$ cat config.mk
export PLATFORM = sky130hd
export DESIGN_NAME = iprb_interrupt_priority_regs
export DESIGN_NICKNAME = d
export VERILOG_FILES = /design/src/iprb_pkg.sv /design/src/iprb_interrupt_priority_regs.sv /design/src/iprb_prio_reg.sv
export SDC_FILE = /design/constraint.sdc
export NUM_CORES = 1
export LEC_CHECK = 0
export CORE_MARGIN = 3
export CORE_UTILIZATION = 35
export DETAILED_ROUTE_END_ITERATION = 10
export DONT_BUFFER_PORTS = 1
export GPL_ROUTABILITY_DRIVEN = 0
export GPL_TIMING_DRIVEN = 0
export HOLD_SLACK_MARGIN = 0.1
export MAX_ROUTING_LAYER = met4
export PLACE_DENSITY = 0.5
export SLEW_MARGIN = 20
export SYNTH_ARGS = -nofsm -noshare
export SYNTH_HDL_FRONTEND = slang
export SYNTH_SLANG_ARGS = --single-unit
$ cat constraint.sdc
create_clock -name core_clk -period 1.71 [get_ports core_clk]
set_input_delay 0.2565 -clock core_clk [delete_from_list [all_inputs] [get_ports core_clk]]
set_output_delay 0.2565 -clock core_clk [all_outputs]
set_load 0.02 [all_outputs]
$ cat src/iprb_pkg.sv
// package: register map, field layout and reset values of the upper priority bank
//------------------------------------------------------------------------------
//------------------------------------------------------------------------------
package iprb_pkg;
   localparam int NUM_REGS = 6;
   localparam int ADDR_W = 5;
   // byte offsets, one aligned word each
   localparam logic [ADDR_W-1:0] OFS_CRC_UART_ERR = 5'h00;
   localparam logic [ADDR_W-1:0] OFS_LOW_VOLTAGE = 5'h04;
   localparam logic [ADDR_W-1:0] OFS_CHARGE_TIME = 5'h08;
   localparam logic [ADDR_W-1:0] OFS_UART3 = 5'h0c;
   localparam logic [ADDR_W-1:0] OFS_UART4_USB_I2C3 = 5'h10;
   localparam logic [ADDR_W-1:0] OFS_SPI3_UART4 = 5'h14;
   // implemented-bit masks per register
   localparam logic [15:0] MASK_CRC_UART_ERR = 16'h7770;
   localparam logic [15:0] MASK_LOW_VOLTAGE = 16'h0007;
   localparam logic [15:0] MASK_CHARGE_TIME = 16'h0070;
   localparam logic [15:0] MASK_UART3 = 16'h7770;
   localparam logic [15:0] MASK_UART4_USB_I2C3 = 16'h7777;
   localparam logic [15:0] MASK_SPI3_UART4 = 16'h7777;
   // field positions (low bit)
   localparam int POS_HI = 12;
   localparam int POS_MH = 8;
   localparam int POS_ML = 4;
   localparam int POS_LO = 0;
   // reset: every field at priority 4
   localparam logic [2:0] PRIO_RESET = 3'h4;
   localparam logic [15:0] RST_ALL_FIELDS = 16'h4444;
   localparam logic [2:0] PRIO_OFF = 3'h0;
   localparam logic [1:0] RESP_OKAY = 2'h0;
   localparam logic [1:0] RESP_SLVERR = 2'h2;
endpackage

$ cat src/iprb_interrupt_priority_regs.sv
// top: axi4-lite slave holding the six upper interrupt priority registers
module iprb_interrupt_priority_regs (
   // clock and reset
   input wire logic core_clk,
   input wire logic arst_n,
   // axi4-lite write address
   input wire logic [iprb_pkg::ADDR_W-1:0] s_axi_awaddr,
   input wire logic s_axi_awvalid,
   output logic s_axi_awready,
   // axi4-lite write data
   input wire logic [31:0] s_axi_wdata,
   input wire logic [3:0] s_axi_wstrb,
   input wire logic s_axi_wvalid,
   output logic s_axi_wready,
   // axi4-lite write response
   output logic [1:0] s_axi_bresp,
   output logic s_axi_bvalid,
   input wire logic s_axi_bready,
   // axi4-lite read address
   input wire logic [iprb_pkg::ADDR_W-1:0] s_axi_araddr,
   input wire logic s_axi_arvalid,
   output logic s_axi_arready,
   // axi4-lite read data
   output logic [31:0] s_axi_rdata,
   output logic [1:0] s_axi_rresp,
   output logic s_axi_rvalid,
   input wire logic s_axi_rready,
   // priority fields to the arbiter
   output logic [2:0] crc_error_prio,
   output logic [2:0] uart2_error_prio,
   output logic [2:0] uart1_error_prio,
   output logic [2:0] low_voltage_prio,
   output logic [2:0] charge_time_prio,
   output logic [2:0] uart3_tx_prio,
   output logic [2:0] uart3_rx_prio,
   output logic [2:0] uart3_error_prio,
   output logic [2:0] uart4_error_prio,
   output logic [2:0] usb_otg_prio,
   output logic [2:0] i2c3_master_prio,
   output logic [2:0] i2c3_slave_prio,
   output logic [2:0] spi3_event_prio,
   output logic [2:0] spi3_fault_prio,
   output logic [2:0] uart4_tx_prio,
   output logic [2:0] uart4_rx_prio,
   // per-source enable, low when the field is zero
   output logic [15:0] srcEnable
);
   localparam int N = iprb_pkg::NUM_REGS;
   localparam logic [15:0] MASKS [N] = '{
      iprb_pkg::MASK_CRC_UART_ERR, iprb_pkg::MASK_LOW_VOLTAGE,
      iprb_pkg::MASK_CHARGE_TIME, iprb_pkg::MASK_UART3,
      iprb_pkg::MASK_UART4_USB_I2C3, iprb_pkg::MASK_SPI3_UART4};
   localparam logic [iprb_pkg::ADDR_W-1:0] OFFS [N] = '{
      iprb_pkg::OFS_CRC_UART_ERR, iprb_pkg::OFS_LOW_VOLTAGE,
      iprb_pkg::OFS_CHARGE_TIME, iprb_pkg::OFS_UART3,
      iprb_pkg::OFS_UART4_USB_I2C3, iprb_pkg::OFS_SPI3_UART4};

   //---------------------------------------------------------------------------
   // write channel
   //---------------------------------------------------------------------------
   logic awHeld_reg;
   logic wHeld_reg;
   logic [iprb_pkg::ADDR_W-1:0] awAddr_reg;
   logic [31:0] wData_reg;
   logic [3:0] wStrb_reg;
   logic bValid_reg;
   logic [1:0] bResp_reg;
   logic awReady_reg;
   logic wReady_reg;

   wire logic awTake = s_axi_awvalid && !awHeld_reg && !bValid_reg;
   wire logic wTake = s_axi_wvalid && !wHeld_reg && !bValid_reg;
   // both halves stored: commit the write and answer
   wire logic wrFire = awHeld_reg && wHeld_reg && !bValid_reg;
   wire logic [N-1:0] wrHit;
   wire logic wrMapped = |wrHit;
   // next state of the holding flags, so that the readies can be flops of their own
   wire logic awHeld_next = (awHeld_reg || awTake) && !wrFire;
   wire logic wHeld_next = (wHeld_reg || wTake) && !wrFire;
   wire logic bValid_next = wrFire || (bValid_reg && !s_axi_bready);

   always_ff @(posedge core_clk or negedge arst_n) begin
      if (!arst_n) begin
         awHeld_reg <= 1'b0;
         wHeld_reg <= 1'b0;
         awAddr_reg <= '0;
         wData_reg <= '0;
         wStrb_reg <= '0;
         bValid_reg <= 1'b0;
         bResp_reg <= iprb_pkg::RESP_OKAY;
      end else begin
         if (awTake) begin
            awHeld_reg <= 1'b1;
            awAddr_reg <= s_axi_awaddr;
         end
         if (wTake) begin
            wHeld_reg <= 1'b1;
            wData_reg <= s_axi_wdata;
            wStrb_reg <= s_axi_wstrb;
         end
         if (wrFire) begin
            awHeld_reg <= 1'b0;
            wHeld_reg <= 1'b0;
            bValid_reg <= 1'b1;
            bResp_reg <= wrMapped ? iprb_pkg::RESP_OKAY : iprb_pkg::RESP_SLVERR;
         end else if (bValid_reg && s_axi_bready) begin
            bValid_reg <= 1'b0;
         end
      end
   end

   // readies track the holding state one edge ahead, so they leave the block as flops
   always_ff @(posedge core_clk or negedge arst_n) begin
      if (!arst_n) begin
         awReady_reg <= 1'b1;
         wReady_reg <= 1'b1;
      end else begin
         awReady_reg <= !awHeld_next && !bValid_next;
         wReady_reg <= !wHeld_next && !bValid_next;
      end
   end

   assign s_axi_awready = awReady_reg;
   assign s_axi_wready = wReady_reg;
   assign s_axi_bvalid = bValid_reg;
   assign s_axi_bresp = bResp_reg;

   //---------------------------------------------------------------------------
   // register bank
   //---------------------------------------------------------------------------
   logic [15:0] regVal [N];
   // contents after this edge, so the enables below can be flops without a lag
   wire logic [15:0] regNext [N];

   genvar gi;
   generate
      for (gi = 0; gi < N; gi++) begin : g_reg
         assign wrHit[gi] = (awAddr_reg == OFFS[gi]);
         wire logic [15:0] laneMask = {{8{wStrb_reg[1]}}, {8{wStrb_reg[0]}}} & MASKS[gi];
         assign regNext[gi] = (wrFire && wrHit[gi]) ?
            ((regVal[gi] & ~laneMask) | (wData_reg[15:0] & laneMask)) : regVal[gi];
         iprb_prio_reg #(.MASK(MASKS[gi])) u_reg (
            .core_clk(core_clk),
            .arst_n(arst_n),
            .wrEn(wrFire && wrHit[gi]),
            .wrData(wData_reg[15:0]),
            .wrStrb(wStrb_reg[1:0]),
            .value(regVal[gi])
         );
      end
   endgenerate

   //---------------------------------------------------------------------------
   // read channel
   //---------------------------------------------------------------------------
   logic rValid_reg;
   logic [31:0] rData_reg;
   logic [1:0] rResp_reg;
   logic [15:0] rdWord;
   logic rdMapped;

   always_comb begin
      rdWord = 16'h0000;
      rdMapped = 1'b0;
      for (int i = 0; i < N; i++) begin
         if (s_axi_araddr == OFFS[i]) begin
            rdWord = regVal[i] & MASKS[i];
            rdMapped = 1'b1;
         end
      end
   end

   wire logic arTake = s_axi_arvalid && !rValid_reg;
   wire logic rValid_next = arTake || (rValid_reg && !s_axi_rready);
   logic arReady_reg;

   always_ff @(posedge core_clk or negedge arst_n) begin
      if (!arst_n) begin
         arReady_reg <= 1'b1;
      end else begin
         arReady_reg <= !rValid_next;
      end
   end

   always_ff @(posedge core_clk or negedge arst_n) begin
      if (!arst_n) begin
         rValid_reg <= 1'b0;
         rData_reg <= '0;
         rResp_reg <= iprb_pkg::RESP_OKAY;
      end else if (arTake) begin
         rValid_reg <= 1'b1;
         rData_reg <= {16'h0000, rdWord};
         rResp_reg <= rdMapped ? iprb_pkg::RESP_OKAY : iprb_pkg::RESP_SLVERR;
      end else if (rValid_reg && s_axi_rready) begin
         rValid_reg <= 1'b0;
      end
   end

   assign s_axi_arready = arReady_reg;
   assign s_axi_rvalid = rValid_reg;
   assign s_axi_rdata = rData_reg;
   assign s_axi_rresp = rResp_reg;

   //---------------------------------------------------------------------------
   // field outputs, straight from the stored bits
   //---------------------------------------------------------------------------
   // binary level 7 highest, 1 lowest enabled
   assign crc_error_prio = regVal[0][iprb_pkg::POS_HI +: 3];
   assign uart2_error_prio = regVal[0][iprb_pkg::POS_MH +: 3];
   assign uart1_error_prio = regVal[0][iprb_pkg::POS_ML +: 3];
   assign low_voltage_prio = regVal[1][iprb_pkg::POS_LO +: 3];
   assign charge_time_prio = regVal[2][iprb_pkg::POS_ML +: 3];
   assign uart3_tx_prio = regVal[3][iprb_pkg::POS_HI +: 3];
   assign uart3_rx_prio = regVal[3][iprb_pkg::POS_MH +: 3];
   assign uart3_error_prio = regVal[3][iprb_pkg::POS_ML +: 3];
   assign uart4_error_prio = regVal[4][iprb_pkg::POS_HI +: 3];
   assign usb_otg_prio = regVal[4][iprb_pkg::POS_MH +: 3];
   assign i2c3_master_prio = regVal[4][iprb_pkg::POS_ML +: 3];
   assign i2c3_slave_prio = regVal[4][iprb_pkg::POS_LO +: 3];
   assign spi3_event_prio = regVal[5][iprb_pkg::POS_HI +: 3];
   assign spi3_fault_prio = regVal[5][iprb_pkg::POS_MH +: 3];
   assign uart4_tx_prio = regVal[5][iprb_pkg::POS_ML +: 3];
   assign uart4_rx_prio = regVal[5][iprb_pkg::POS_LO +: 3];

   // zero level disables the source; arbiter must gate its request with this
   // per source from bit 0 (uart4 rx) up to bit 15 (crc): holding register, field low bit
   localparam int SRC_REG [16] = '{5, 5, 5, 5, 4, 4, 4, 4, 3, 3, 3, 2, 1, 0, 0, 0};
   localparam int SRC_POS [16] = '{
      iprb_pkg::POS_LO, iprb_pkg::POS_ML, iprb_pkg::POS_MH, iprb_pkg::POS_HI,
      iprb_pkg::POS_LO, iprb_pkg::POS_ML, iprb_pkg::POS_MH, iprb_pkg::POS_HI,
      iprb_pkg::POS_ML, iprb_pkg::POS_MH, iprb_pkg::POS_HI, iprb_pkg::POS_ML,
      iprb_pkg::POS_LO, iprb_pkg::POS_ML, iprb_pkg::POS_MH, iprb_pkg::POS_HI};
   logic [15:0] srcEnable_reg;
   wire logic [15:0] srcEnable_next;

   generate
      for (gi = 0; gi < 16; gi++) begin : g_en
         assign srcEnable_next[gi] =
            (regNext[SRC_REG[gi]][SRC_POS[gi] +: 3] != iprb_pkg::PRIO_OFF);
      end
   endgenerate

   always_ff @(posedge core_clk or negedge arst_n) begin
      if (!arst_n) begin
         srcEnable_reg <= {16{iprb_pkg::PRIO_RESET != iprb_pkg::PRIO_OFF}};
      end else begin
         srcEnable_reg <= srcEnable_next;
      end
   end

   assign srcEnable = srcEnable_reg;

   // every enable bit must follow its own field in the same cycle, no lag allowed
   generate
      for (gi = 0; gi < 16; gi++) begin : g_enChk

      end
   endgenerate
endmodule // iprb_interrupt_priority_regs

$ cat src/iprb_prio_reg.sv
// one priority register: masked storage with byte strobes
module iprb_prio_reg #(
   parameter logic [15:0] MASK = 16'h0000
) (
   // clock and reset
   input wire logic core_clk,
   input wire logic arst_n,
   // write port
   input wire logic wrEn,
   input wire logic [15:0] wrData,
   input wire logic [1:0] wrStrb,
   // contents
   output logic [15:0] value
);
   logic [15:0] value_reg;
   logic [15:0] value_next;
   wire logic [15:0] laneMask = {{8{wrStrb[1]}}, {8{wrStrb[0]}}} & MASK;

   // unimplemented positions never store anything
   assign value_next = (value_reg & ~laneMask) | (wrData & laneMask);
   assign value = value_reg;

   always_ff @(posedge core_clk or negedge arst_n) begin
      if (!arst_n) begin
         value_reg <= iprb_pkg::RST_ALL_FIELDS & MASK;
      end else if (wrEn) begin
         value_reg <= value_next;
      end
   end
endmodule // iprb_prio_reg

==> summary.txt <==
Route
  • Detail Route Antenna Nets: 0
  • Total routed wirelength: 12080 um
  • Drt pass-1 iters: 4
  • Via count: 3099
  • First DRT Iteration DRCs: 157
  • DRC: 0
  • DR vias/cell: 5.105
  • Wire per inst: 19.90 um

Cells and area
  • Nets: 483
  • Commonest non-fill, non-tap cells in the layout: dfrtp_1, mux2_2, buf_4, dfstp_2, dlygate4sd3_1
  • Cell Count, Final, Fillers Out: 607
  • Final instance area: 5854 um^2
  • Area Growth Syn to Fin: 26.12%
  • Layout cells sized above 1: 0.4345
  • Most common cell after layout, fill and taps aside: dfrtp_1
  • Diode count: 0
  • Max FFs per register: 48

Floorplanning
  • # rows: 41
  • Core box area: 12770 um^2
  • Chip Width: 121.2 um
  • Die area: 14680 um^2
  • Top Ports: 158
  • Die height: 121.2 um
  • Starting Density: 0.3634

Yosys
  • Register bit total from synthesis: 104
  • FFs w/ async S/R, synth: 1.000
  • Post-synthesis sequential area ratio: 0.5701
  • Synth top area cells: dfrtp_1, dfstp_2, mux2_2
  • Leading area contributor after synthesis: dfrtp_1
  • Ys flop type: dfrtp_1
  • Synth cell types: 40
  • Mapped Area: 4642 um^2
  • Number of synthesized flops with an enable pin: 0
  • Synth Instances: 349
  • Share of Yosys cell area claimed by the top area cell type: 0.3720
  • Synth warn: 0
  • Mapped Avg Cell Area: 13.30 um^2

CTS
  • Clk_lat worst skew: 340 ps
  • TritonCTS clock tree: yes
  • Hold-fix buffers at CTS: 27
  • CTS Root Cell: clkbuf_16
  • Clk sink count: 104
  • Reg clk slew, reported paths: 70 ps
  • Num CTS Buffers: 9
  • Deepest clock path buffer count: 2
  • H-tree depth: 3

STA
  • Fin crit share: 1.011
  • Slew headroom: 0.4460
  • Hold_ws: -399.9 ps
  • Clock Skew: 7.322 ps
  • Highest clock rate: 578.4 MHz
  • Final setup fails: 2
  • Final setup margin: -18.86 ps
  • Fin. Hold Viols: 104
  • RSZ-0062 raised after global routing: yes
  • Least-Margin Pin Slew: 830.9 ps
  • Final min period: 1729 ps
  • Max-slew violation count: 0

Worst setup path
  • CP startpoint: s_axi_bvalid$_DFFE_PN0P_
  • Startpoint types: flop
  • Worst reg2reg path startpoint: s_axi_bvalid$_DFFE_PN0P_
  • CP Capture Type: flop
  • WS Path Type: flop to flop
  • Worst EP required: 1940 ps
  • CP Max Fanout: 8
  • Crit path DAT: 1960 ps

Placed design
  • Detailed placer's ending HPWL: 8179 um
  • Post-Place Cell Area: 4936 um^2
  • Post-Place Cells: 542
  • PortBufs: 0

Status
  • Failing checks: hold timing, setup timing
  • Status: finished, violations left

Job
  • MaxCap Viol Count: 0

Pwr
  • Pwr Density: 1510 nW/um^2
  • Max VDD drop: 0.8039 mV
  • Leak: 2.655 nW

Global routing
  • Initial antenna violation count: 0
  • Vias in the first global route: 3073
  • Largest net degree at the start of global routing: 105
  • First-pass GRT wire length: 18400 um
  • Total track usage: 0.1702
  • GR Overflow Total: 0

Hold path
  • HP Class: primary input to async pin
-- synthesized netlist by cell type, drive strengths merged (6+ instances only) --
library cell,count
dfrtp,69
mux2,67
dfstp,35
buf,28
mux2i,25
nor3,23
nor2,15
nand2,9
a21oi,7
clkbuf,7
a22oi,6
o221ai,6
-- what timing repair did --
item	in CTS	in global routing
gates cloned	1	0
resized for setup	27	19
buffers inserted	14	8
setup endpoints to repair	92	68
pin swaps	4	4
hold endpoints to repair	130	104
-- per-stage QoR --
| step | TNS (ps) | hold slack, ps | util | worst slack, ps | power, mW |
|---|---|---|---|---|---|
| floorplan | 0 | -39.09 | - | 0.3630 | 5.782 |
| global placement | -15390 | -36.99 | 0.3864 | -500.0 | 6.315 |
| detailed placement | -15840 | -36.80 | 0.3864 | -521.6 | 6.368 |
| CTS | -646.9 | -420.7 | 0.4494 | -66.37 | 8.774 |
| global route | -1219 | -419.1 | 0.4583 | -71.14 | 9.280 |
| finish | -24.11 | -399.9 | 0.4583 | -18.86 | 8.841 |
-- critical path, cell delays in order, from the launching register on --
cell and delay (ps):
dfrtp_2 460, buf_6 140, nor4bb_2 250, buf_4 230, nand3_4 180, mux2_4 360
-- area by class of cell --
class,count,area (um^2)
clock buffer,14,274.0
timing repair buffer,50,473.0
multi-input combinational,229,1973
sequential,104,2653
fill,1179,6919
clock inverter,2,12.51
inverter,2,7.507
buffer,34,246.5
tap,172,215.2
-- power breakdown --
part / total (mW) / internal [mW] / switching (mW)
logic: 2.07 / 1.13 / 0.942
clock network: 2.00 / 1.11 / 0.894
registers: 4.77 / 3.36 / 1.41
-- worst paths after layout --
check / end / slack (ps) / cells past startpoint
max reg2reg: g_reg[0].u_reg.value[9]$_DFF_PN0_ / -20 / 5
min: wData_reg[13]$_DFFE_PN0P_ / -400 / 0
min reg2reg: s_axi_wready$_DFF_PN1_ / 560 / 1
max in group asynchronous: g_reg[4].u_reg.value[6]$_DFF_PN1_ / 1890 / 0
max: g_reg[0].u_reg.value[9]$_DFF_PN0_ / -20 / 5
min in group core_clk: s_axi_rdata[2]$_DFFE_PN0P_ / 230 / 3
-- metal layers --
layer,part of all wire,global-route usage
met5,0,-
met4,0.011,0.06653
met3,0.052,0.03776
met2,0.50,0.2699
met1,0.44,0.2137
-- cells by family after synthesis --
family	count (synthesis)	share of synthesized area
flip-flops	104	0.5701
multiplexers	92	0.2164
AND/OR/NAND/NOR	79	0.1057
buffers and inverters	37	0.04932
AO/OA/AOI/OAI	36	0.05768
other	1	0.0008078
Power figures use the tool's default switching activity.
